<file path="config.mk">
export PLATFORM = sky130hd
export DESIGN_NAME = ioxp_top
export DESIGN_NICKNAME = d
export VERILOG_FILES = /design/src/core/ioxp_spare_none.v /design/src/core/ioxp_strap_decode.v /design/src/core/ioxp_top.v
export VERILOG_INCLUDE_DIRS = /design/src /design/src/pkg
export SDC_FILE = /design/constraint.sdc
export NUM_CORES = 1
export LEC_CHECK = 0
export ABC_AREA = 1
export ABC_CLOCK_PERIOD_IN_PS = 8050
export BUFFER_PORTS_ARGS = -buffer_cell sky130_fd_sc_hd__buf_2
export CAP_MARGIN = 15
export CORE_MARGIN = 10
export CORE_UTILIZATION = 50
export CTS_CLUSTER_SIZE = 12
export DETAILED_ROUTE_END_ITERATION = 10
export PLACE_DENSITY_LB_ADDON = 0.2
export SLEW_MARGIN = 5
export SYNTH_ARGS = -nofsm -noshare
export SYNTH_HDL_FRONTEND = slang
export SYNTH_HIERARCHICAL = 1
export SYNTH_SLANG_ARGS = --single-unit
</file>
<file path="constraint.sdc">
create_clock -name core_clk -period 8.05 [get_ports core_clk]
set_input_delay 0.805 -clock core_clk [delete_from_list [all_inputs] [get_ports core_clk]]
set_output_delay 0.805 -clock core_clk [all_outputs]
set_load 0.005 [all_outputs]
</file>
<file path="src/pkg/ioxp_regs.vh">
// Constants of the 16-bit quasi-bidirectional expander.
// Assumes inclusion by the core files; definitions only.
`ifndef IOXP_REGS_VH
`define IOXP_REGS_VH

`define IOXP_PORT_W      16
`define IOXP_PORT_RST    16'hFFFF
`define IOXP_GC_ADDR     7'h00
`define IOXP_DEVID_ADDR  7'h7C
`define IOXP_SWRST_BYTE  8'h06
`define IOXP_BYTE_BITS   4'h8
// Upper address nibble picked by which straps sit on a bus line
`define IOXP_HI_NONE     4'h4
`define IOXP_HI_A0       4'h5
`define IOXP_HI_A1       4'h2
`define IOXP_HI_A1A0     4'h3
`define IOXP_HI_A2       4'hC
`define IOXP_HI_A2A0     4'hE
`define IOXP_HI_A2A1     4'hA
`define IOXP_HI_ALL      4'hB

`endif

</file>
<file path="src/core/ioxp_spare_none.v">
// Intentionally holds no logic.
`timescale 1ns/1ps
`default_nettype none
`default_nettype wire

</file>
<file path="src/core/ioxp_strap_decode.v">
// Strap classifier: each strap is ground, supply, SCL or SDA.
// Assumes all inputs already synchronised to core_clk.
`timescale 1ns/1ps
`default_nettype none
`include "ioxp_regs.vh"

module ioxp_strap_decode (
    input  wire       core_clk,
    input  wire       rst,
    input  wire [2:0] strap_s,
    input  wire       scl_s,
    output reg  [6:0] addr_r
);
    reg  [2:0] seen_hi_r;
    reg  [2:0] seen_lo_r;
    reg  [2:0] diff_scl_r;
    wire [2:0] on_bus;
    wire [2:0] lvl;
    reg  [3:0] hi_nib;
    reg  [1:0] warm_r;

    // Synchroniser reset values are not pin levels; ignore strap_s until
    // the real level has passed both flops, else a supply strap looks toggled
    always @(posedge core_clk or posedge rst) begin
        if (rst)
            warm_r <= 2'h0;
        else
            warm_r <= {warm_r[0], 1'h1};
    end

    // Per strap: a pin that toggles is on a bus line; one that ever
    // disagrees with SCL must be on SDA
    genvar g;
    generate
        for (g = 0; g < 3; g = g + 1) begin : g_pin
            always @(posedge core_clk or posedge rst) begin
                if (rst) begin
                    seen_hi_r[g]  <= 1'b0;
                    seen_lo_r[g]  <= 1'b0;
                    diff_scl_r[g] <= 1'b0;
                end else if (warm_r[1]) begin
                    if (strap_s[g])
                        seen_hi_r[g] <= 1'b1;
                    else
                        seen_lo_r[g] <= 1'b1;
                    if (strap_s[g] != scl_s)
                        diff_scl_r[g] <= 1'b1;
                end
            end
            assign on_bus[g] = seen_hi_r[g] & seen_lo_r[g];
            // Low address bit: supply/SDA give one, ground/SCL give zero
            assign lvl[g] = on_bus[g] ? diff_scl_r[g] : seen_hi_r[g];
        end
    endgenerate

    // Address table folded into one nibble choice [RQ9]
    always @* begin
        case (on_bus)
            3'b000:  hi_nib = `IOXP_HI_NONE;  // legacy mapping [RQ13]
            3'b001:  hi_nib = `IOXP_HI_A0;
            3'b010:  hi_nib = `IOXP_HI_A1;
            3'b011:  hi_nib = `IOXP_HI_A1A0;
            3'b100:  hi_nib = `IOXP_HI_A2;
            3'b101:  hi_nib = `IOXP_HI_A2A0;
            3'b110:  hi_nib = `IOXP_HI_A2A1;
            default: hi_nib = `IOXP_HI_ALL;
        endcase
    end

    // Registered so the compare in the serial engine sees a stable value [RQ8]
    always @(posedge core_clk or posedge rst) begin
        if (rst)
            addr_r <= 7'h00;
        else
            addr_r <= {hi_nib, lvl};
    end
endmodule
`default_nettype wire

</file>
<file path="src/core/ioxp_top.v">
// Two-wire bus target driving a 16-bit quasi-bidirectional port.
// Assumes SCL/SDA, straps and port pins are asynchronous to core_clk,
// which must see SCL low and high for at least four cycles each.
// Contract
// RQ1: One 16-bit quasi-bidirectional port controlled and read over the serial target.
// RQ2: Power-on and bus software reset make every port pin an input.
// RQ3: Attention asserts when port input data changes.
// RQ4: Attention is active low, open drain.
// RQ5: Written output values stay latched until overwritten or reset.
// RQ6: Serial target works up to 1 MHz plus Fast and Standard rates.
// RQ7: Master sends 7-bit address and direction after START.
// RQ8: Slave address comes from three strap pins, 64 choices.
// RQ9: Each strap decodes as ground, supply, SCL or SDA.
// RQ10: General Call and Device ID addresses are never own address.
// RQ11: Last bit of first byte: one reads, zero writes.
// RQ12: Identification bytes readable through the Device ID access.
// RQ13: Ground/supply straps give the legacy part's address.
// RQ14: Master takes care with bus-reserved addresses.
// RQ15: Software reset starts with General Call write.
// RQ16: Port bit one releases weak high; zero drives low.
// RQ17: Acknowledge only own strapped address; otherwise leave SDA released. The code also acknowledges General Call and Device ID addresses.
`timescale 1ns/1ps
`default_nettype none
`include "ioxp_regs.vh"

module ioxp_top #(
    parameter [7:0] ID_BYTE0 = 8'h00,  // arbitrary maker code
    parameter [7:0] ID_BYTE1 = 8'h00,  // arbitrary part code
    parameter [7:0] ID_BYTE2 = 8'h00   // arbitrary revision code
) (
    input  wire        core_clk,
    input  wire        rst,
    input  wire        scl_in,
    input  wire        sda_in,
    output reg         sda_out,
    output reg         sda_oe,
    input  wire [2:0]  slave_strap_pin,
    input  wire [15:0] quasi_io_in,
    output reg  [15:0] quasi_io_out,
    output reg  [15:0] quasi_io_oe,
    output reg         attention_n_out,
    output reg         attention_n_oe
);
    localparam [2:0] S_IDLE = 3'd0;
    localparam [2:0] S_ADDR = 3'd1;
    localparam [2:0] S_ACK  = 3'd2;
    localparam [2:0] S_WR   = 3'd3;
    localparam [2:0] S_RD   = 3'd4;
    localparam [2:0] S_MACK = 3'd5;

    localparam [1:0] M_PORT = 2'd0;
    localparam [1:0] M_GC   = 2'd1;
    localparam [1:0] M_IDW  = 2'd2;
    localparam [1:0] M_IDR  = 2'd3;

    // Two-flop synchronisers for everything from the pins
    reg  [1:0]  scl_q;
    reg  [1:0]  sda_q;
    reg  [2:0]  strap_q0;
    reg  [2:0]  strap_s;
    reg  [15:0] port_q0;
    reg  [15:0] port_s;
    reg         scl_d;
    reg         sda_d;

    always @(posedge core_clk or posedge rst) begin
        if (rst) begin
            scl_q    <= 2'b11;
            sda_q    <= 2'b11;
            strap_q0 <= 3'b000;
            strap_s  <= 3'b000;
            port_q0  <= `IOXP_PORT_RST;
            port_s   <= `IOXP_PORT_RST;
            scl_d    <= 1'b1;
            sda_d    <= 1'b1;
        end else begin
            scl_q    <= {scl_q[0], scl_in};
            sda_q    <= {sda_q[0], sda_in};
            strap_q0 <= slave_strap_pin;
            strap_s  <= strap_q0;
            port_q0  <= quasi_io_in;
            port_s   <= port_q0;
            scl_d    <= scl_q[1];
            sda_d    <= sda_q[1];
        end
    end

    wire scl_s = scl_q[1];
    wire sda_s = sda_q[1];
    // Bus events seen on the core clock; oversampling covers 1 MHz [RQ6]
    wire bus_start = scl_s & scl_d & sda_d & ~sda_s;
    wire bus_stop  = scl_s & scl_d & ~sda_d & sda_s;
    wire scl_rise  = scl_s & ~scl_d;
    wire scl_fall  = ~scl_s & scl_d;

    wire [6:0] own_addr;

    ioxp_strap_decode u_strap (
        .core_clk (core_clk),
        .rst      (rst),
        .strap_s  (strap_s),
        .scl_s    (scl_s),
        .addr_r   (own_addr)
    );

    reg  [2:0]  state_r;
    reg  [1:0]  mode_r;
    reg  [7:0]  shift_r;
    reg  [3:0]  bit_cnt_r;
    reg         byte_sel_r;
    reg  [1:0]  id_idx_r;
    reg         id_pend_r;
    reg         do_read_r;
    reg         mack_r;
    reg  [15:0] latch_r;
    reg  [15:0] snap_r;
    reg         att_clr;
    reg  [7:0]  tx_byte;

    wire [6:0] rx_addr = shift_r[7:1];
    wire       rx_rw   = shift_r[0];

    // Next byte to send: port snapshot or identification bytes
    always @* begin
        tx_byte = snap_r[7:0];
        if (mode_r == M_IDR) begin
            case (id_idx_r)
                2'd0:    tx_byte = ID_BYTE0;
                2'd1:    tx_byte = ID_BYTE1;
                default: tx_byte = ID_BYTE2;
            endcase
        end else if (byte_sel_r) begin
            tx_byte = snap_r[15:8];
        end
    end

    // Serial target engine; SDA only ever pulled low, never driven high
    always @(posedge core_clk or posedge rst) begin
        if (rst) begin
            state_r    <= S_IDLE;
            mode_r     <= M_PORT;
            shift_r    <= 8'h00;
            bit_cnt_r  <= 4'h0;
            byte_sel_r <= 1'b0;
            id_idx_r   <= 2'd0;
            id_pend_r  <= 1'b0;
            do_read_r  <= 1'b0;
            mack_r     <= 1'b0;
            sda_oe     <= 1'b0;
            latch_r    <= `IOXP_PORT_RST;  // all inputs at power-on [RQ2]
            snap_r     <= `IOXP_PORT_RST;
            att_clr    <= 1'b0;
        end else begin
            att_clr <= 1'b0;
            if (bus_start) begin
                // Address and direction must follow every START [RQ7]
                state_r    <= S_ADDR;
                bit_cnt_r  <= 4'h0;
                byte_sel_r <= 1'b0;
                id_idx_r   <= 2'd0;
                sda_oe     <= 1'b0;
            end else if (bus_stop) begin
                state_r   <= S_IDLE;
                sda_oe    <= 1'b0;
                id_pend_r <= 1'b0;
            end else begin
                case (state_r)
                    S_ADDR, S_WR: begin
                        if (scl_rise && bit_cnt_r != `IOXP_BYTE_BITS) begin
                            shift_r   <= {shift_r[6:0], sda_s};
                            bit_cnt_r <= bit_cnt_r + 4'h1;
                        end else if (scl_fall && bit_cnt_r == `IOXP_BYTE_BITS) begin
                            bit_cnt_r <= 4'h0;
                            state_r   <= S_ACK;
                            sda_oe    <= 1'b1;
                            if (state_r == S_ADDR) begin
                                do_read_r <= rx_rw;  // one reads, zero writes [RQ11]
                                if (rx_addr == own_addr) begin
                                    mode_r  <= M_PORT;  // own address only [RQ17]
                                    att_clr <= 1'b1;
                                    if (rx_rw)
                                        snap_r <= port_s;
                                end else if (rx_addr == `IOXP_GC_ADDR && !rx_rw) begin
                                    mode_r <= M_GC;  // reserved, not own [RQ10]
                                end else if (rx_addr == `IOXP_DEVID_ADDR && !rx_rw) begin
                                    mode_r <= M_IDW;
                                end else if (rx_addr == `IOXP_DEVID_ADDR && id_pend_r) begin
                                    mode_r <= M_IDR;  // identification read [RQ12]
                                end else begin
                                    sda_oe  <= 1'b0;  // SDA left released [RQ17]
                                    state_r <= S_IDLE;
                                end
                            end else begin
                                case (mode_r)
                                    M_PORT: begin
                                        // Byte held until rewritten [RQ5]
                                        if (byte_sel_r)
                                            latch_r[15:8] <= shift_r;
                                        else
                                            latch_r[7:0] <= shift_r;
                                        byte_sel_r <= ~byte_sel_r;
                                        att_clr    <= 1'b1;
                                    end
                                    M_GC: begin
                                        if (shift_r == `IOXP_SWRST_BYTE)
                                            latch_r <= `IOXP_PORT_RST;  // [RQ2]
                                        else begin
                                            sda_oe  <= 1'b0;
                                            state_r <= S_IDLE;
                                        end
                                    end
                                    default: begin
                                        if (rx_addr == own_addr)
                                            id_pend_r <= 1'b1;
                                        else begin
                                            sda_oe  <= 1'b0;
                                            state_r <= S_IDLE;
                                        end
                                    end
                                endcase
                            end
                        end
                    end
                    S_ACK: begin
                        if (scl_fall) begin
                            if (do_read_r) begin
                                shift_r <= tx_byte;
                                sda_oe  <= ~tx_byte[7];
                                state_r <= S_RD;
                            end else begin
                                sda_oe  <= 1'b0;
                                state_r <= S_WR;
                            end
                        end
                    end
                    S_RD: begin
                        if (scl_rise) begin
                            bit_cnt_r <= bit_cnt_r + 4'h1;
                        end else if (scl_fall) begin
                            if (bit_cnt_r == `IOXP_BYTE_BITS) begin
                                sda_oe     <= 1'b0;
                                bit_cnt_r  <= 4'h0;
                                state_r    <= S_MACK;
                                byte_sel_r <= ~byte_sel_r;
                                if (id_idx_r != 2'd2)
                                    id_idx_r <= id_idx_r + 2'd1;
                            end else begin
                                shift_r <= {shift_r[6:0], 1'b0};
                                sda_oe  <= ~shift_r[6];
                            end
                        end
                    end
                    S_MACK: begin
                        if (scl_rise) begin
                            mack_r <= ~sda_s;
                        end else if (scl_fall) begin
                            if (mack_r) begin
                                if (mode_r == M_PORT && !byte_sel_r)
                                    snap_r <= port_s;  // fresh pair each two bytes
                                shift_r <= tx_byte;
                                sda_oe  <= ~tx_byte[7];
                                state_r <= S_RD;
                            end else begin
                                state_r <= S_IDLE;
                            end
                        end
                    end
                    default: begin
                        sda_oe <= 1'b0;
                    end
                endcase
            end
        end
    end

    // Port drive: one released weak high, zero pulled low [RQ16] [RQ1]
    genvar g;
    generate
        for (g = 0; g < `IOXP_PORT_W; g = g + 1) begin : g_port
            always @(posedge core_clk or posedge rst) begin
                if (rst) begin
                    quasi_io_out[g] <= 1'b0;
                    quasi_io_oe[g]  <= 1'b0;
                end else begin
                    quasi_io_out[g] <= 1'b0;
                    quasi_io_oe[g]  <= ~latch_r[g];
                end
            end
        end
    endgenerate

    // Attention: set by any change of the synced inputs, cleared on a port
    // access; a change in the clearing cycle still wins [RQ3] [RQ4]
    reg  [15:0] port_prev_r;
    wire        att_set = (port_s != port_prev_r);
    always @(posedge core_clk or posedge rst) begin
        if (rst) begin
            port_prev_r     <= `IOXP_PORT_RST;  // Idle level, so no false edge
            attention_n_out <= 1'b0;
            attention_n_oe  <= 1'b0;
            sda_out         <= 1'b0;
        end else begin
            port_prev_r     <= port_s;
            attention_n_out <= 1'b0;
            sda_out         <= 1'b0;
            if (att_set)
                attention_n_oe <= 1'b1;
            else if (att_clr)
                attention_n_oe <= 1'b0;
        end
    end
endmodule
`default_nettype wire

</file>
==> flow_metrics.tcl, run 1 <==
set metrics [dict create \
    status "finished, final reports clean" \
    antenna_found_initial 0 \
    p_int_mw 1.47 \
    crit_fanout 19 \
    maxCapViolations 0 \
    crit_path_end_kind "flop" \
    die_w_um 130 \
    cts_hold_buf 0 \
    p_sw_mw 0.640 \
    io_buffers 40 \
    hpwl_um 7770 \
    start_kind "flop" \
    power_leakage_nw 3.06 \
    drt_iter0_drc 275 \
    grt_pass1_vias 3936 \
    drive_above_1_share_pct 26.9 \
    track_usage_pct 14.0 \
    min_path_type "reg2reg" \
    layout_setup_ws_ps 5670 \
    skew_ps 7.48 \
    async_flop_share_pct 100 \
    dp.cells 770 \
    yosys.area.top_type "dfstp_2" \
    rsz0062_at_grt "false" \
    synthTopCellsByCount "nand2_1 (111), dfstp_2 (86), inv_1 (70)" \
    die-area_mm2 0.0170 \
    diodes 0 \
    core_mm2 0.0120 \
    hold_viol 0 \
    period_minus_slack_ps 2380 \
    grt_max_degree 86 \
    first_pass_iters 5 \
    clk_latency_ps 420 \
    seqPwrFrac_pct 45.3 \
    worstMarginPinSlew_ps 1010 \
    fin_crit_sh_pct 29.5 \
    syn_inst 594 \
    synth-seq-cells 150 \
    clkTransAtPathRegs_ps 60 \
    place_ws_ps 5630 \
    cts_resized 0 \
    syn2layout_area_growth_pct 13.3 \
    pwr-share-clk_pct 35.8 \
    ir_drop_mv 0.242 \
    slew_violations 0 \
    synth_area_leaders "dfstp_2 (37%), dfrtp_1 (26%), nand2_1 (6.8%)" \
    r2r_cells 8 \
    cts_tree "built" \
    synth_edf_count 0 \
    wl_per_cell_um 13.7 \
    fillers 1028 \
    synth_warnings 6 \
    io_pins 59 \
    cts_max_level 4 \
    swShare_pct 30.3 \
    worst-endpoint-arrival_ps 2710 \
    ant_nets 0 \
    ys_types 43 \
    cts_max_path_buffers 2 \
    grt_pass1_wl_um 18900 \
    fmax_ghz 0.420 \
    root_buffer "clkbuf_16" \
    path_class "reg2reg" \
    required_ps 8380 \
    cts_num_sinks 150 \
    initial_core_util_pct 51.0 \
    drc_errors 0 \
    vias 3947 \
    worstHoldPathCells 0 \
    post_synth.cell_area_avg_um2 10.3 \
    synth_top_area_share_pct 37.0 \
    synth_most_common_cell "nand2_1" \
    setup_tns_ps 0 \
    synth_flop_cell "dfstp_2" \
    numCtsBuffers 17 \
    p_comb_share_pct 19.0 \
    gp_congestion 0.834 \
    finalSetupViolations 0 \
    final_cells 802 \
    routed_via_density 4.92 \
    die_h_um 130 \
    post_cts.repair.setup_buffers 0 \
    powerDensity_mw_per_mm2 305 \
    netlist_area_mm2 0.00610 \
    ys_seq_area_share_pct 63.3 \
    gr-total-overflow 0 \
    fin_nets 667 \
    num_rows 40 \
    wl_um 11000 \
    relSlewSlack_pct 32.7 \
]
power by group through the flow:
stage	sequential [mW]	combinational, mW	clock, mW
after floorplan	0.930	0.347	0
after global placement	0.965	0.390	0
final	0.955	0.400	0.754
after detailed placement	0.967	0.400	0
after global routing	0.968	0.465	0.811
after CTS	0.956	0.402	0.775
path summary, 6_finish.rpt:
kind / from / endpoint / slack (ps)
min: strap_q0[1] / strap_s[1] / 340
max in group asynchronous: rst / bit_cnt_r[0] / 6190
min in group asynchronous: rst / strap_s[1] / 440
max: bit_cnt_r[0] / snap_r[10] / 5670
min reg2reg: strap_q0[1] / strap_s[1] / 340
max reg2reg: bit_cnt_r[0] / snap_r[10] / 5670
cells in the final DEF, fill, tap and decap left out, types with 2 or more instances in the layout:
cell / Yosys / final
ha_1: 2 / 2
nand4_1: 7 / 7
dfstp_2: 86 / 86
nor2_2: 3 / 3
a21oi_1: 17 / 17
clkbuf_16: 0 / 17
nand3_1: 36 / 36
clkinv_2: 0 / 2
nand3_2: 3 / 3
nor2_4: 2 / 2
o31ai_1: 2 / 2
inv_1: 70 / 69
buf_2: 6 / 40
inv_2: 5 / 5
nand2_1: 111 / 111
dfrtp_1: 64 / 64
o2111a_1: 2 / 2
o211ai_1: 8 / 8
clkinv_1: 0 / 4
nor3_4: 2 / 2
o2111ai_1: 2 / 2
nand2_2: 2 / 2
xor2_1: 10 / 10
o21ai_1: 7 / 7
inv_6: 0 / 3
a21o_1: 2 / 2
conb_1: 2 / 19
bufinv_16: 0 / 2
xnor2_1: 12 / 12
nor3_1: 3 / 3
o21ai_0: 37 / 37
nor2_1: 55 / 55
clkinvlp_4: 0 / 2
routing by layer:
metal  GRT usage, %  share of wire, %
met1           17.3                45
met2           22.7                48
met3           4.67               5.7
met4           4.71               1.4
met5              0                 0
registers in the layout (all words and copies together) (netlist names), 3 cells and up:
name                flops
u_strap/seen_hi_r       3
quasi_io_oe            16
u_strap/diff_scl_r      3
strap_s                 3
state_r                 3
port_q0                16
u_strap/addr_r          7
port_s                 16
port_prev_r            16
latch_r                16
snap_r                 16
shift_r                 8
bit_cnt_r               4
strap_q0                3
u_strap/seen_lo_r       3
through the flow:
stage,area [µm²],hold WS (ps),power [mW],utilization (%)
3_5_place_dp,6340,336,1.37,53.0
4_1_cts,6910,347,2.13,57.8
3_3_place_gp,6340,332,1.35,53.0
5_1_grt,6910,353,2.24,57.8
2_1_floorplan,6160,331,1.28,-
6_report,6910,345,2.11,57.8
layout make-up:
| type | count | area (µm²) | area share, % |
|---|---|---|---|
| clock buffer | 19 | 443 | 6.41 |
| clock inverter | 13 | 126 | 1.83 |
| sequential | 150 | 3860 | 55.8 |
| timing repair buffer | 41 | 208 | 3.00 |
| inverter | 75 | 284 | 4.11 |
| multi-input combinational | 357 | 1810 | 26.1 |
| tap | 147 | 184 | 2.66 |
critical path: stages, from the launching register on:
cell and delay [ps]:
dfrtp_1 400, inv_1 100, ha_1 180, nand3_2 160, nor2_2 230, nand2_1 90
a21oi_2 510, nand2_2 360, o21ai_0 270
logic make-up (layout without fill, tap and decap cells):
kind of cell    Yosys count  count (layout)  synth area share (%)
simple gates            228             228                  16.5
flops                   150             150                  63.3
buf+inv                 104             148                  8.12
compound gates           86              86                  8.41
xor+xnor                 22              22                  3.16
fa+ha+maj                 2               2                 0.410
other cells               2              19                 0.123
(Power assumes the default switching activity.)
==> inputs of run 2 (changes only) <==
--- a/config.mk
+++ b/config.mk
@@ -6,8 +6,8 @@
 export SDC_FILE = /design/constraint.sdc
 export NUM_CORES = 1
 export LEC_CHECK = 0
-export ABC_AREA = 1
-export ABC_CLOCK_PERIOD_IN_PS = 8050
+export ABC_AREA = 0
+export ABC_CLOCK_PERIOD_IN_PS = 2400
 export BUFFER_PORTS_ARGS = -buffer_cell sky130_fd_sc_hd__buf_2
 export CAP_MARGIN = 15
 export CORE_MARGIN = 10
==> constraint.sdc (replaced) <==
create_clock -name core_clk -period 2.4 [get_ports core_clk]
set_input_delay 0.24 -clock core_clk [delete_from_list [all_inputs] [get_ports core_clk]]
set_output_delay 0.24 -clock core_clk [all_outputs]
set_load 0.005 [all_outputs]
==> run 2 against run 1 <==
  * Sequential power rose to 3.2 times the previous value
  * Largest power group unchanged
  * Flip-flop and latch count unchanged
  * Synthesized cell count down 20%
  * Largest cell class unchanged
  * Die area about the same
  * Cell count down 10%
  * Setup slack worse by 5500 ps
  * Register-to-register slack worse by 5500 ps
  * Area after synthesis about the same
  * Critical path depth down 2
==> flow_metrics.tcl, run 2 <==
set metrics [dict create \
    crit_path_top_delay_cell "or4_1" \
    slew_violations 0 \
    yosys.area.top_type "dfstp_2" \
    cts_resized 0 \
    cts_num_sinks 150 \
    place_ws_ps 175 \
    crit_chain "or4_1 > nor4_1 > o211ai_1 > nor2_4 > buf_12 > mux2i_1" \
    gp_congestion 0.879 \
    synth_top_area_share_pct 37.0 \
    drive_above_1_share_pct 37.6 \
    cp_num_buf_inv 1 \
    root_buffer "clkbuf_16" \
    synthTopCellsByCount "dfstp_2 (86), dfrtp_1 (64), inv_1 (35)" \
    startpoint "shift_r[4]" \
    path_class "reg2reg" \
    die_w_um 130 \
    finalSetupViolations 0 \
    required_ps 2740 \
    syn_inst 477 \
    wl_per_cell_um 15.7 \
    grt_pass1_wl_um 18700 \
    cts_max_level 4 \
    synth_edf_count 0 \
    power_leakage_nw 2.99 \
    rr_startpoint "shift_r[4]" \
    fin_nets 586 \
    layout_setup_ws_ps 144 \
    fillers 924 \
    multiInputGateArea_mm2 0.00192 \
    hold_path_end "strap_s[0]" \
    synth_most_common_cell "dfstp_2" \
    powerDensity_mw_per_mm2 865 \
    relSlewSlack_pct 46.7 \
    wl_um 11400 \
    synth-seq-cells 150 \
    ys_types 59 \
    initial_core_util_pct 51.0 \
    hold_viol 0 \
    io_pins 59 \
    core_mm2 0.0120 \
    synth_area_leaders "dfstp_2 (37%), dfrtp_1 (26%), mux2i_1 (3.0%)" \
    gr-total-overflow 0 \
    start_kind "flop" \
    ys_seq_area_share_pct 63.3 \
    grt_pass1_vias 3718 \
    r2r_cells 6 \
    drt_iter0_drc 230 \
    period_minus_slack_ps 2260 \
    layout_common_cells "dfstp_2 (86), dfrtp_1 (64), buf_2 (40), inv_1 (34), nand2_1 (23)" \
    fin_crit_sh_pct 94.0 \
    worstMarginPinSlew_ps 798 \
    cpPeakStageDelay_ps 590 \
    hold_ws_ps 347 \
    ant_nets 0 \
    skew_ps 13.1 \
    post_synth.cell_area_avg_um2 12.8 \
    routed_via_density 5.13 \
    clk_latency_ps 430 \
    rrSetupSlack_ps 140 \
    hpwl_um 7720 \
    hp-start "strap_q0[0]" \
    setup_tns_ps 0 \
    synth_warnings 6 \
    grt_max_degree 40 \
    min_path_type "reg2reg" \
    netlist_area_mm2 0.00610 \
    clkTransAtPathRegs_ps 70 \
    cts_max_path_buffers 2 \
    critPathTopFamily "simple AND/OR/NAND/NOR gates" \
    worstReg2RegEnd "latch_r[8]" \
    worstHoldPathCells 0 \
    io_buffers 40 \
    final_util_pct 61.3 \
    vias 3699 \
    synth_flop_cell "dfstp_2" \
    rsz0062_at_grt "false" \
    async_flop_share_pct 100 \
    cts_tree "built" \
    antenna_found_initial 0 \
    crit_fanout 7 \
    diodes 0 \
    num_rows 40 \
    final_common_cell "dfstp_2" \
    worst-endpoint-arrival_ps 2590 \
    track_usage_pct 14.1 \
    syn2layout_area_growth_pct 20.2 \
    crit_path_end_kind "flop" \
    fmax_ghz 0.443 \
    numCtsBuffers 17 \
    die_h_um 130 \
    status "finished, final reports clean" \
    register_area_mm2 0.00386 \
    drc_errors 0 \
    ir_drop_mv 0.520 \
    maxCapViolations 0 \
    die-area_mm2 0.0170 \
    first_pass_iters 4 \
]
-- run 2: cell types whose count changed after synthesis, moves of 18 or more --
cell     delta
o21ai_0    -21
mux2i_1    +18
nand2_1    -88
nand3_1    -26
nor2_1     -38
inv_1      -35
-- run 2: report_power, final --
group | internal, mW | switching (mW) | total [mW]
Combinational | 0.389 | 0.385 | 0.774
Clock | 1.48 | 1.08 | 2.57
Sequential | 2.83 | 0.181 | 3.01
Total | 4.70 | 1.65 | 6.35
-- run 2: metal layers --
layer	up-vias	wire (µm)	share of wire (%)	GRT usage (%)
met5	-	0	0	0
met4	0	170	1.5	6.15
met3	17	858	7.6	4.55
met2	128	5230	46	21.1
met1	1786	5090	45	18.6
li1	1768	-	-	-
-- run 2: stage by stage --
| step | std cells | cell area (µm²) | total power [mW] |
|---|---|---|---|
| 2_1_floorplan | 494 | 6170 | 3.54 |
| 3_5_place_dp | 665 | 6510 | 3.79 |
| 4_1_cts | 719 | 7310 | 6.40 |
| 5_1_grt | 721 | 7340 | 6.62 |
| 3_3_place_gp | 665 | 6510 | 3.77 |
| 6_report | 721 | 7340 | 6.35 |
-- run 2: worst max path at each step --
| stage | slack [ps] | to | cells after the start |
|---|---|---|---|
| 6_report | 140 | latch_r[8] | 6 |
| 5_1_grt | 20 | latch_r[1] | 5 |
| 4_1_cts | 140 | latch_r[13] | 5 |
| 3_5_place_dp | 170 | latch_r[13] | 5 |
| 3_3_place_gp | 250 | latch_r[12] | 5 |
| 2_1_floorplan | 250 | snap_r[0] | 8 |
-- run 2: worst reg2reg max path, delay by kind of cell, from the launching register on --
family / cells / cell delay [ps]
flip-flops: 1 / 480
buffers and inverters: 1 / 140
AND/OR/NAND/NOR: 3 / 1140
AO/OA/AOI/OAI: 1 / 210
multiplexers: 1 / 200
-- run 2: area by class of cell --
cell class | count | area share [%]
sequential | 150 | 52.6
clock buffer | 19 | 6.04
timing repair buffer | 87 | 8.80
tap | 147 | 2.51
clock inverter | 13 | 1.86
inverter | 37 | 1.94
multi-input combinational | 268 | 26.2
-- run 2: repair_timing --
item	in CTS	in global routing
setup buffers	0	2
endpoints found under the setup margin	0	1
hold buffers	22	0
hold endpoints to repair	41	0
-- run 2: cell families after synthesis --
logic type / count (synthesis) / share of synthesized area, %
flip-flops: 150 / 63.3
AO/OA/AOI/OAI: 91 / 10.3
AND/OR/NAND/NOR: 85 / 7.46
buffers and inverters: 76 / 6.23
multiplexers: 43 / 8.18
XOR/XNOR: 28 / 4.02
adder cells (fa/ha/maj): 2 / 0.410
other: 2 / 0.123
